<file path="src/core/tprot_defines.svh">
// Purpose: shared constants of the temperature and host silence protection
// Assumes: one 100 MHz clock
// Notes:   indices select the five temperature protections
`ifndef TPROT_DEFINES_SVH
`define TPROT_DEFINES_SVH
`define TPROT_CLK_NS      10
`define TPROT_SEC_NS      1000000000
`define TPROT_NPROT       5
`define TPROT_NSENS       4
`define TPROT_TW          9
`define TPROT_FET_HOT     0
`define TPROT_DIE_HOT     1
`define TPROT_CHG_COLD    2
`define TPROT_DSG_COLD    3
`define TPROT_DIE_COLD    4
`define TPROT_OVER_MASK   5'h03
`define TPROT_ALWAYS_REC  5'h0C
`define TPROT_REG_KEEP    2'h0
`define TPROT_REG_OFF     2'h1
`define TPROT_REG_TOGGLE  2'h2
`define TPROT_TEMP_LOW    9'h100
`define TPROT_TEMP_HIGH   9'h0FF
`endif

</file>
<file path="src/core/tprot_pkg.sv">
// Purpose: types of the temperature and host silence protection
// Assumes: temperatures are signed whole degrees
// Notes:   one configuration record per temperature protection
package tprot_pkg;
  typedef logic signed [8:0] tprot_temp_type;
  typedef struct packed {
    logic           enable;
    tprot_temp_type threshold;
    tprot_temp_type recovery;
    logic [7:0]     delay;
    logic           charge_sel;
    logic           discharge_sel;
  } tprot_cfg_type;
  typedef struct packed {
    logic        enable;
    logic [15:0] host_silence_delay;
    logic        charge_sel;
    logic        discharge_sel;
    logic [1:0]  reg_option;
    logic [3:0]  toggle_secs;
  } tprot_wd_cfg_type;
  typedef enum logic [1:0] {TPROT_REG_IDLE, TPROT_REG_HELD, TPROT_REG_WAIT} tprot_reg_state_type;
endpackage

</file>
<file path="src/core/tprot_top.sv">
// Purpose: temperature and host silence protection with alert, fault and recovery
// Assumes: temperature inputs synchronous to i_clock, sensor 0 is the die sensor
// Notes:   all delays count whole seconds from a free divider tick
// Overview of operation
// - fet_overtemp trips when fet temperature is at or above fet_hot_threshold.
// - fet_overtemp alerts first, faults after fet_hot_delay seconds.
// - fet_overtemp fault turns off selected charge and discharge switches when autonomous.
// - fet temperature is the maximum of enabled sensors assigned to fet.
// - with autonomous recovery, fault clears after temperature holds at recovery for recovery time.
// - die_overtemp trips when die temperature is at or above die_hot_threshold.
// - die_overtemp alerts first, faults after die_hot_delay seconds.
// - die_overtemp fault turns off selected switches when autonomous.
// - charge_undertemp trips when cell temperature is at or below charge_cold_threshold.
// - charge_undertemp alerts first, faults after charge_cold_delay seconds.
// - charge_undertemp fault turns off charge_switch if selected; recovers after recovery time.
// - cell temperature is the minimum of enabled sensors assigned to cell.
// - discharge_undertemp trips at or below threshold, alerting then faulting after delay.
// - discharge_undertemp fault turns off discharge switch if selected; recovers after time.
// - die_undertemp trips at or below die_cold_threshold, alerting then faulting after delay.
// - die_undertemp fault turns off selected switches; with autonomous recovery, recovers after recovery time.
// - host_silence_fault rises after host_silence_delay seconds without communication.
// - host silence fault turns off selected switches; with autonomous recovery, valid communication recovers it.
// - host silence guard has no alert, only a status bit.
// - regulator option keeps, disables, or disables then re-enables both regulators.
// - after the toggle delay regulators return to their configured enables.
// - each protection is gated by its own enable bit.
`timescale 1ns/1ns
`include "tprot_defines.svh"
module tprot_top #(
  parameter int unsigned TICK_CYCLES = `TPROT_SEC_NS / `TPROT_CLK_NS
) (
  input  wire logic                                        i_clock,
  input  wire logic                                        i_arst_n,
  input  wire tprot_pkg::tprot_temp_type [`TPROT_NSENS-1:0] i_sensor_temp,
  input  wire logic [`TPROT_NSENS-1:0]                     i_sensor_enable,
  input  wire logic [`TPROT_NSENS-1:0]                     i_fet_assign,
  input  wire logic [`TPROT_NSENS-1:0]                     i_cell_assign,
  input  wire tprot_pkg::tprot_cfg_type [`TPROT_NPROT-1:0]  i_cfg,
  input  wire tprot_pkg::tprot_wd_cfg_type                 i_wd_cfg,
  input  wire logic [7:0]                                  i_recovery_time,
  input  wire logic                                        i_auto_fet,
  input  wire logic                                        i_auto_recover,
  input  wire logic                                        i_host_comm,
  input  wire logic                                        i_ldo_one_enable,
  input  wire logic                                        i_ldo_two_enable,
  output logic [`TPROT_NPROT-1:0]                          o_alert,
  output logic [`TPROT_NPROT-1:0]                          o_fault,
  output logic                                             o_host_silence_fault,
  output logic                                             o_charge_switch_off,
  output logic                                             o_discharge_switch_off,
  output logic                                             o_ldo_one_enable,
  output logic                                             o_ldo_two_enable
);
  import tprot_pkg::*;

  localparam logic [31:0] TICK_LAST = 32'(TICK_CYCLES - 1);

  // highest enabled reading among the selected sensors
  function automatic tprot_temp_type pick_max(input tprot_temp_type [`TPROT_NSENS-1:0] t,
                                              input logic [`TPROT_NSENS-1:0] sel);
    tprot_temp_type m;
    m = `TPROT_TEMP_LOW;
    for (int s = 0; s < `TPROT_NSENS; s++) begin
      if (sel[s] && (t[s] > m)) m = t[s];
    end
    return m;
  endfunction

  // lowest enabled reading among the selected sensors
  function automatic tprot_temp_type pick_min(input tprot_temp_type [`TPROT_NSENS-1:0] t,
                                              input logic [`TPROT_NSENS-1:0] sel);
    tprot_temp_type m;
    m = `TPROT_TEMP_HIGH;
    for (int s = 0; s < `TPROT_NSENS; s++) begin
      if (sel[s] && (t[s] < m)) m = t[s];
    end
    return m;
  endfunction

  // one second tick from the divider
  logic [31:0] div_count;
  logic        tick;
  always_ff @(posedge i_clock or negedge i_arst_n) begin
    if (!i_arst_n) begin
      div_count <= 32'h0000_0000;
      tick      <= 1'b0;
    end else begin
      tick      <= (div_count == TICK_LAST);
      div_count <= (div_count == TICK_LAST) ? 32'h0000_0000 : div_count + 32'h0000_0001;
    end
  end

  // temperature selection per protection
  tprot_temp_type                     fet_temp;
  tprot_temp_type                     cell_temp;
  tprot_temp_type [`TPROT_NPROT-1:0]  prot_temp;
  assign fet_temp  = pick_max(i_sensor_temp, i_sensor_enable & i_fet_assign);
  assign cell_temp = pick_min(i_sensor_temp, i_sensor_enable & i_cell_assign);
  assign prot_temp[`TPROT_FET_HOT]  = fet_temp;
  assign prot_temp[`TPROT_DIE_HOT]  = i_sensor_temp[0];
  assign prot_temp[`TPROT_CHG_COLD] = cell_temp;
  assign prot_temp[`TPROT_DSG_COLD] = cell_temp;
  assign prot_temp[`TPROT_DIE_COLD] = i_sensor_temp[0];

  // trip and recovery comparisons, hot ones upward, cold ones downward
  logic [`TPROT_NPROT-1:0] trip;
  logic [`TPROT_NPROT-1:0] back;
  logic [`TPROT_NPROT-1:0] may_recover;
  logic [7:0]              det_count [`TPROT_NPROT];
  logic [7:0]              rec_count [`TPROT_NPROT];
  genvar k;
  for (k = 0; k < `TPROT_NPROT; k++) begin : g_cmp
    localparam logic OVER = 1'(`TPROT_OVER_MASK >> k);
    assign trip[k] = OVER ? (prot_temp[k] >= i_cfg[k].threshold)
                          : (prot_temp[k] <= i_cfg[k].threshold);
    assign back[k] = OVER ? (prot_temp[k] <= i_cfg[k].recovery)
                          : (prot_temp[k] >= i_cfg[k].recovery);
    assign may_recover[k] = i_auto_recover | 1'(`TPROT_ALWAYS_REC >> k);
  end

  // alert, delayed fault and timed recovery for each temperature protection
  always_ff @(posedge i_clock or negedge i_arst_n) begin
    if (!i_arst_n) begin
      o_alert <= '0;
      o_fault <= '0;
      for (int p = 0; p < `TPROT_NPROT; p++) begin
        det_count[p] <= 8'h00;
        rec_count[p] <= 8'h00;
      end
    end else begin
      for (int p = 0; p < `TPROT_NPROT; p++) begin
        if (!i_cfg[p].enable) begin
          o_alert[p]   <= 1'b0;
          o_fault[p]   <= 1'b0;
          det_count[p] <= 8'h00;
          rec_count[p] <= 8'h00;
        end else if (!o_fault[p]) begin
          rec_count[p] <= 8'h00;
          if (!trip[p]) begin
            o_alert[p]   <= 1'b0;
            det_count[p] <= 8'h00;
          end else if (det_count[p] >= i_cfg[p].delay) begin
            o_alert[p]   <= 1'b0;
            o_fault[p]   <= 1'b1;
            det_count[p] <= 8'h00;
          end else begin
            o_alert[p] <= 1'b1;
            if (tick) det_count[p] <= det_count[p] + 8'h01;
          end
        end else if (may_recover[p] && back[p]) begin
          if (rec_count[p] >= i_recovery_time) begin
            o_fault[p]   <= 1'b0;
            rec_count[p] <= 8'h00;
          end else if (tick) begin
            rec_count[p] <= rec_count[p] + 8'h01;
          end
        end else begin
          rec_count[p] <= 8'h00;
        end
      end
    end
  end

  // host silence counter, restarted by every valid communication
  logic [15:0] silence_count;
  logic        wd_set;
  assign wd_set = i_wd_cfg.enable && !o_host_silence_fault && !i_host_comm
                  && (silence_count >= i_wd_cfg.host_silence_delay);
  always_ff @(posedge i_clock or negedge i_arst_n) begin
    if (!i_arst_n) begin
      silence_count        <= 16'h0000;
      o_host_silence_fault <= 1'b0;
    end else begin
      if (i_host_comm || !i_wd_cfg.enable) silence_count <= 16'h0000;
      else if (tick && silence_count != 16'hFFFF) silence_count <= silence_count + 16'h0001;
      if (!i_wd_cfg.enable) o_host_silence_fault <= 1'b0;
      else if (wd_set) o_host_silence_fault <= 1'b1;
      else if (i_host_comm && i_auto_recover) o_host_silence_fault <= 1'b0;
    end
  end

  // switch requests from every fault under autonomous control
  logic [`TPROT_NPROT-1:0] chg_sel;
  logic [`TPROT_NPROT-1:0] dsg_sel;
  logic                    next_chg_off;
  logic                    next_dsg_off;
  // the charge and discharge cold protections reach only their own switch
  for (k = 0; k < `TPROT_NPROT; k++) begin : g_sel
    localparam logic CHG_REACH = (k != `TPROT_DSG_COLD);
    localparam logic DSG_REACH = (k != `TPROT_CHG_COLD);
    assign chg_sel[k] = i_cfg[k].charge_sel & CHG_REACH;
    assign dsg_sel[k] = i_cfg[k].discharge_sel & DSG_REACH;
  end
  assign next_chg_off = i_auto_fet && ((|(o_fault & chg_sel))
                        || (o_host_silence_fault && i_wd_cfg.charge_sel));
  assign next_dsg_off = i_auto_fet && ((|(o_fault & dsg_sel))
                        || (o_host_silence_fault && i_wd_cfg.discharge_sel));
  always_ff @(posedge i_clock or negedge i_arst_n) begin
    if (!i_arst_n) begin
      o_charge_switch_off    <= 1'b0;
      o_discharge_switch_off <= 1'b0;
    end else begin
      o_charge_switch_off    <= next_chg_off;
      o_discharge_switch_off <= next_dsg_off;
    end
  end

  // regulator handling after a host silence fault
  tprot_reg_state_type reg_state;
  logic [3:0]          toggle_count;
  logic                reg_off;
  assign reg_off = (reg_state != TPROT_REG_IDLE);
  always_ff @(posedge i_clock or negedge i_arst_n) begin
    if (!i_arst_n) begin
      reg_state    <= TPROT_REG_IDLE;
      toggle_count <= 4'h0;
    end else begin
      case (reg_state)
        TPROT_REG_IDLE: begin
          toggle_count <= 4'h0;
          if (wd_set && i_wd_cfg.reg_option == `TPROT_REG_OFF) reg_state <= TPROT_REG_HELD;
          if (wd_set && i_wd_cfg.reg_option == `TPROT_REG_TOGGLE) reg_state <= TPROT_REG_WAIT;
        end
        TPROT_REG_HELD: reg_state <= TPROT_REG_HELD;
        TPROT_REG_WAIT: begin
          if (toggle_count >= i_wd_cfg.toggle_secs) reg_state <= TPROT_REG_IDLE;
          else if (tick) toggle_count <= toggle_count + 4'h1;
        end
        default: reg_state <= TPROT_REG_IDLE;
      endcase
    end
  end

  // regulators follow their configured enables unless held off
  always_ff @(posedge i_clock or negedge i_arst_n) begin
    if (!i_arst_n) begin
      o_ldo_one_enable <= 1'b0;
      o_ldo_two_enable <= 1'b0;
    end else begin
      o_ldo_one_enable <= i_ldo_one_enable && !reg_off;
      o_ldo_two_enable <= i_ldo_two_enable && !reg_off;
    end
  end

  // checks on the protection behaviour
  for (k = 0; k < `TPROT_NPROT; k++) begin : g_chk
    a_alert_on_trip: assert property (@(posedge i_clock) disable iff (!i_arst_n)
      i_cfg[k].enable && trip[k] && !o_fault[k] && det_count[k] < i_cfg[k].delay |=> o_alert[k])
      else $error("alert missing on trip");
    a_alert_drop: assert property (@(posedge i_clock) disable iff (!i_arst_n)
      !o_fault[k] && !trip[k] |=> !o_alert[k] && det_count[k] == 8'h00)
      else $error("alert kept without trip");
    a_enable_gate: assert property (@(posedge i_clock) disable iff (!i_arst_n)
      !i_cfg[k].enable |=> !o_alert[k] && !o_fault[k])
      else $error("disabled protection active");
    a_fault_cause: assert property (@(posedge i_clock) disable iff (!i_arst_n)
      $rose(o_fault[k]) |-> $past(trip[k]) && $past(det_count[k] >= i_cfg[k].delay))
      else $error("fault without expired delay");
    a_fault_switch: assert property (@(posedge i_clock) disable iff (!i_arst_n)
      o_fault[k] && chg_sel[k] && i_auto_fet |=> o_charge_switch_off)
      else $error("charge switch not off on fault");
    a_recover_cause: assert property (@(posedge i_clock) disable iff (!i_arst_n)
      $fell(o_fault[k]) && $past(i_cfg[k].enable) |-> $past(back[k]) && $past(may_recover[k]))
      else $error("recovery without condition");
    a_fault_dsg: assert property (@(posedge i_clock) disable iff (!i_arst_n)
      o_fault[k] && dsg_sel[k] && i_auto_fet |=> o_discharge_switch_off)
      else $error("discharge switch not off on fault");
    a_manual_hold: assert property (@(posedge i_clock) disable iff (!i_arst_n)
      o_fault[k] && i_cfg[k].enable && !may_recover[k] |=> o_fault[k])
      else $error("fault cleared without recovery allowed");
  end
  a_fet_max: assert property (@(posedge i_clock) disable iff (!i_arst_n)
    i_sensor_enable[1] && i_fet_assign[1] |-> fet_temp >= i_sensor_temp[1])
    else $error("fet temperature not maximum");
  a_cell_min: assert property (@(posedge i_clock) disable iff (!i_arst_n)
    i_sensor_enable[1] && i_cell_assign[1] |-> cell_temp <= i_sensor_temp[1])
    else $error("cell temperature not minimum");
  a_wd_silent: assert property (@(posedge i_clock) disable iff (!i_arst_n)
    $rose(o_host_silence_fault) |-> !$past(i_host_comm) && $past(silence_count >= i_wd_cfg.host_silence_delay))
    else $error("silence fault without silence");
  a_wd_recover: assert property (@(posedge i_clock) disable iff (!i_arst_n)
    o_host_silence_fault && i_host_comm && i_auto_recover |=> !o_host_silence_fault)
    else $error("silence fault kept after communication");
  a_reg_drop: assert property (@(posedge i_clock) disable iff (!i_arst_n)
    wd_set && i_wd_cfg.reg_option != `TPROT_REG_KEEP && i_wd_cfg.reg_option != 2'h3
    |=> ##1 !o_ldo_one_enable && !o_ldo_two_enable)
    else $error("regulators not disabled");
  a_reg_restore: assert property (@(posedge i_clock) disable iff (!i_arst_n)
    $fell(reg_off) |=> o_ldo_one_enable == $past(i_ldo_one_enable))
    else $error("regulator not restored to configuration");

  // guard switch path and the indefinite regulator hold
  a_wd_switch: assert property (@(posedge i_clock) disable iff (!i_arst_n)
    o_host_silence_fault && i_wd_cfg.discharge_sel && i_auto_fet |=> o_discharge_switch_off)
    else $error("discharge switch not off on silence fault");
  a_reg_held: assert property (@(posedge i_clock) disable iff (!i_arst_n)
    reg_state == TPROT_REG_HELD |=> !o_ldo_one_enable && !o_ldo_two_enable)
    else $error("regulators on while held off");
  c_fault: cover property (@(posedge i_clock) disable iff (!i_arst_n) $rose(o_fault[0]));
  c_recover: cover property (@(posedge i_clock) disable iff (!i_arst_n) $fell(o_fault[2]));
  c_wd_fault: cover property (@(posedge i_clock) disable iff (!i_arst_n) $rose(o_host_silence_fault));
  c_toggle: cover property (@(posedge i_clock) disable iff (!i_arst_n) $fell(reg_off));
  c_cold_fault: cover property (@(posedge i_clock) disable iff (!i_arst_n) $rose(o_fault[3]));
endmodule // tprot_top

</file>
<file path="config.mk">
export PLATFORM = sky130hd
export DESIGN_NAME = tprot_top
export DESIGN_NICKNAME = d
export VERILOG_FILES = /design/src/core/tprot_pkg.sv /design/src/core/tprot_top.sv
export VERILOG_INCLUDE_DIRS = /design/src /design/src/core
export SDC_FILE = /design/constraint.sdc
export NUM_CORES = 1
export LEC_CHECK = 0
export BUFFER_PORTS_ARGS = -buffer_cell sky130_fd_sc_hd__buf_2
export CELL_PAD_IN_SITES_DETAIL_PLACEMENT = 0
export CELL_PAD_IN_SITES_GLOBAL_PLACEMENT = 2
export CORE_MARGIN = 4
export CORE_UTILIZATION = 35
export CTS_CLUSTER_DIAMETER = 200
export DETAILED_ROUTE_END_ITERATION = 8
export PLACE_DENSITY = 0.8
export SYNTH_ARGS = -nofsm -noshare
export SYNTH_HDL_FRONTEND = slang
export SYNTH_SLANG_ARGS = --single-unit
export TNS_END_PERCENT = 50
</file>
<file path="constraint.sdc">
create_clock -name i_clock -period 2.8 [get_ports i_clock]
set_input_delay 0.7 -clock i_clock [delete_from_list [all_inputs] [get_ports i_clock]]
set_output_delay 0.7 -clock i_clock [all_outputs]
set_load 0.01 [all_outputs]
</file>
Word level (Yosys, flattened, before mapping)
Cells that the tools add are included.

word-level totals
  output and inout bits = 15
  input bits = 233
  word-level logic and storage cells = 264
  bits in registers = 150

cells by class
  order comparisons = 30
  $add $sub $neg = 13
  muxes and demuxes = 121
  bitwise logic cells = 4
  reduce and logical (&&, ||, !) cells = 44
  equal/unequal tests = 26

operators with widths
  kind                   number
  $mux 8                 50
  $add 8x1->8 const B    10
  $ge 8x8->1             10
  $mux 9                 8
  $mux 1                 53
  $ge 9x9->1             5
  $le 9x9->1             5
  $add 32x1->32 const B  1
  $eq 32x27->1 const B   1
  $mux 16                2
  $mux 32                1
  $gt 9x9->1             3
  $lt 9x9->1             3
  $ne 5x4->1 const B     5
  $logic_and 1x1->1      24
  $ne 4x3->1 const B     5
  $add 16x1->16 const B  1
  $ge 16x16->1           1
  $ne 16x16->1 const B   1
  $ne 2x2->1 const B     8
  $reduce_and 2->1       6
  $and 5x5->5            2
  $reduce_or 5->1        2
  $gt 9x9->1 const B     1
  17 further kinds       30

Logic depth before layout (Yosys ltp)
  depth in word-level cells = 17
  depth in mapped cells = 41
  depth with buffers taken out = 36

Least setup slack after synthesis
No wires, ideal clock.

  path type = in2reg
  start point = input port i_sensor_temp[2] in the netlist's numbering
  end point = register det_count[14] in the netlist's numbering
  path buffers = 2
  data required time = 2.734 ns
  setup slack = -5.522 ns
  data arrival time = 8.256 ns
  cell stages on the path = 37
  cells stage by stage = nand4_1 -> or4_1 -> nand3_1 -> nor2_1 -> ha_1 -> a21o_1 -> a2111oi_4 -> nor2_2 -> or3b_1 -> buf_6 -> mux2_4 -> ha_1 -> and4_1 -> nand2_1 -> o2111ai_1 -> o31ai_1 -> a31oi_4 -> mux2_2 -> ha_1 -> a21o_1 -> a211oi_1 -> o21bai_1 -> a21o_1 -> a31oi_1 -> nor3_1 -> a31o_2 -> buf_4 -> mux2i_1 -> ha_1 -> nor2b_1 -> o21a_1 -> o21ai_0 -> a211o_1 -> a21oi_1 -> o21ai_0 -> or4b_1 -> nand2_1

between the ends
  word-level cells in the longest chain between the ends = 16

RTL lines
  item                            RTL line          text
  start: declaration              tprot_top.sv:34   input wire tprot_pkg::tprot_temp_type [`TPROT_NSENS-1:0] i_sensor_temp,
  $lt 9x9->1                      tprot_top.sv:75   if (sel[s] && (t[s] < m)) m = t[s];
  $logic_and 1x1->1               tprot_top.sv:75
  $mux 9 *                        tprot_top.sv:75
  $lt 9x9->1                      tprot_top.sv:75
  $logic_and 1x1->1               tprot_top.sv:75
  $mux 9 *                        tprot_top.sv:75
  $lt 9x9->1                      tprot_top.sv:75
  $logic_and 1x1->1               tprot_top.sv:75
  $mux 9 *                        tprot_top.sv:75
  $lt 9x9->1                      tprot_top.sv:75
  $logic_and 1x1->1               tprot_top.sv:75
  $mux 9 *                        tprot_top.sv:75
  $le 9x9->1 *                    tprot_top.sv:115  : (prot_temp[k] <= i_cfg[k].threshold);
  $mux 8                          tprot_top.sv:139  if (!trip[p]) begin
  $mux 8                          tprot_top.sv:137  end else if (!o_fault[p]) begin
  $mux 8                          tprot_top.sv:132  if (!i_cfg[p].enable) begin
  end signal: indexed assignment  tprot_top.sv:148  if (tick) det_count[p] <= det_count[p] + 8'h01;
  end: declaration                tprot_top.sv:109  logic [7:0] det_count [`TPROT_NPROT];

Every way passes the cells marked *; elsewhere a longest branch is shown, timed or not. The select of a mux whose other input is x is not followed.
A chain may end at the register's enable or synchronous reset.

Worst setup path after layout
  start point = input port i_sensor_temp[0] in the netlist's numbering
  end point = register det_count[16] in the netlist's numbering

Same word-level chain as after synthesis.

==> results by group <==
Outcome
  – Failing checks: setup timing
  – Status: complete, but fails checks

CTS
  – H-tree depth: 4
  – CTS clk-pin slew, worst paths: 0.07 ns
  – Clk root buf: clkbuf_16
  – CTS tree: yes
  – Clock Latency Late Sink: 0.44 ns
  – TritonCTS Sinks: 150
  – Clk buf depth: 2
  – Hold bufs inserted after CTS: 0
  – TritonCTS Buffers: 17

Timing
  – F_max: 0.130 GHz
  – Layout Skew: 0.0149 ns
  – Final Max Slew Viols: 0
  – Min cycle time layout: 7.71 ns
  – Worst Tran Pin Value: 0.547 ns
  – Setup violations, final: 54
  – Unrepaired setup endpoints after global routing: true
  – Worst slew margin: 63.5%
  – Fin. Hold Viols: 0
  – Fin worst setup slack: -4.91 ns
  – Final period utilization: 275%
  – WHS: 0.220 ns
  – Setup_tns: -253.98 ns

Worst setup path
  – Critical-path maximum fanout: 6
  – R2R depth: 12
  – Max incr delay on CP: 0.53 ns
  – Worst Path Arrival: 8.04 ns
  – CP max-delay cell: or4_4
  – Worst reg-to-reg setup slack: 0.17 ns
  – Crit path launch type: input port
  – CP required: 3.13 ns
  – Worst Path Buf+Inv: 5
  – WP depth: 39
  – Critical Path End Type: register
  – Crit path top cell by count: ha_4
  – Crit path kind: input port to register
  – CP delay by family, top: compound AO/OA/AOI/OAI gates
  – Crit. Startpoint: i_sensor_temp[0]
  – FF-to-FF Start: rec_count[0]

Route
  – Initial DRC Count: 606
  – Drt wl/cell: 16.5 um
  – Vias: 13717
  – DRT Wirelength: 44900 um
  – TritonRoute pass-1 iters: 5
  – ANT nets after route: 0
  – Number of vias per cell: 5.04
  – DRC Markers: 0

Hold path
  – Hold Path Class: input port to async pin

Synthesis
  – Synth cell types: 74
  – Yosys reg bits: 150
  – Most used DFF post-synth: dfrtp_1
  – Mapped Area: 14000 sq um
  – Post-synthesis async set-or-reset flop share: 100%
  – Post-synth EDFFs: 0
  – Largest area contributor in the netlist: dfrtp_1
  – Syn_nets: 2129
  – Synthesized instance count: 1642
  – Mean post-synth cell area: 8.53 sq um
  – Synth area leaders: dfrtp_1, ha_1, inv_1
  – Number of synthesis warnings: 0
  – Synth top area share: 26.8%
  – Sequential area share after synthesis: 26.8%
  – Most common cell in the netlist: ha_1
  – Synth top cells by count: ha_1, inv_1, dfrtp_1, nor2_1, nand2_1

Placement
  – Post-DP HPWL: 35500 um
  – Final GP Congestion: 0.927
  – Worst slack at placement: -5.70 ns
  – Port bufs: 245
  – Placed Cells: 2602
  – Area after DPL: 17600 sq um

Power
  – Combinational Power Share: 35.4%
  – Internal power: 4.79 mW
  – Leakage power total: 10.2 nW
  – Switching Share: 31.7%
  – Pwr Total: 7.00 mW
  – Clk pwr share: 33.4%
  – Max VDD drop: 454 uV
  – PwrDens: 352 nW/um^2
  – Seq pwr share: 31.2%
  – Sw power: 2.22 mW

Global routing
  – Global-route wire length before repair: 72300 um
  – Largest net degree at the start of global routing: 49
  – Initial antenna violation count: 3
  – Total grt overflow: 0
  – Tot GR Track Use: 20.2%
  – Vias in the first global route: 14141

Floorplan
  – Die span in x: 208 um
  – Chip Height: 208 um
  – Starting Density: 35.3%
  – Core ar.: 39600 sq um
  – Site Rows: 73
  – Die ar.: 43300 sq um
  – I/O pins: 248

Final layout
  – Post-route insts no fill: 2721
  – Layout cell share with drive strength beyond 1: 35.6%
  – Cell area after layout: 19900 sq um
  – Area Growth Syn to Fin: 42.1%
  – Post-Route Utilization: 50.2%
  – Nets: 2668

Job
  – Total of max-cap violations: 0
==> placed cells by master, fill, tap and decap left out, types with 50 or more instances in the layout <==
cell / instances
o21ai_0: 62
buf_2: 239
nand2_1: 107
nand3_1: 50
buf_4: 272
dfrtp_1: 149
xor2_1: 51
ha_1: 230
inv_1: 197
nor2_1: 128
nand4_1: 50
==> power by group through the flow <==
stage               registers, mW  clock network, mW  logic, mW
floorplan                    2.23                  0      0.973
global placement             2.23                  0       1.93
global route                 2.19               2.50       2.73
detailed placement           2.23                  0       1.96
finish                       2.19               2.34       2.48
CTS                          2.19               2.42       2.30
==> kinds of logic after synthesis <==
group | after synthesis | share of synthesized area, %
xor+xnor | 88 | 5.50
buf+inv | 228 | 6.27
fa+ha+maj | 254 | 22.7
flops | 150 | 26.8
mux | 41 | 3.18
simple gates | 557 | 20.0
compound gates | 324 | 15.6
==> final timing paths <==
check | to
setup / recovery | det_count[16]
hold / removal | det_count[14]
setup reg to reg | rec_count[3]
hold reg to reg | div_count[6]
max in group asynchronous | o_alert[4]
min in group i_clock | o_ldo_two_enable
==> routing by layer <==
layer / wire, um / GRT usage (%) / vias up
met5: 7 / 0 / -
met4: 847 / 5.25 / 2
met3: 1960 / 3.32 / 51
met2: 21300 / 34.6 / 293
met1: 20700 / 26.7 / 6467
li1: - / - / 6904
==> registers in the layout (all words and copies together) (netlist names) <==
name / count
o_alert: 5
o_fault: 5
o_discharge_switch_off: 1
o_ldo_two_enable: 1
rec_count: 40
o_host_silence_fault: 1
reg_state: 2
silence_count: 16
tick: 1
div_count: 32
toggle_count: 4
o_ldo_one_enable: 1
det_count: 40
o_charge_switch_off: 1
==> final cells by class <==
class                      instances  area [sq um]
clock inverter                    13           136
inverter                         198           746
clock buffer                      19           453
sequential                       150          3750
timing repair buffer             550          3750
fill                            3760         19700
multi-input combinational       1264         10400
tap                              525           657
antenna                            2          5.00
==> timing repair <==
item	4_1_cts	5_1_grt
buffers inserted	66	20
gates cloned	1	0
endpoints found under the setup margin	54	82
gates resized for setup	140	88
pin swaps	69	74
(Power assumes the default switching activity.)
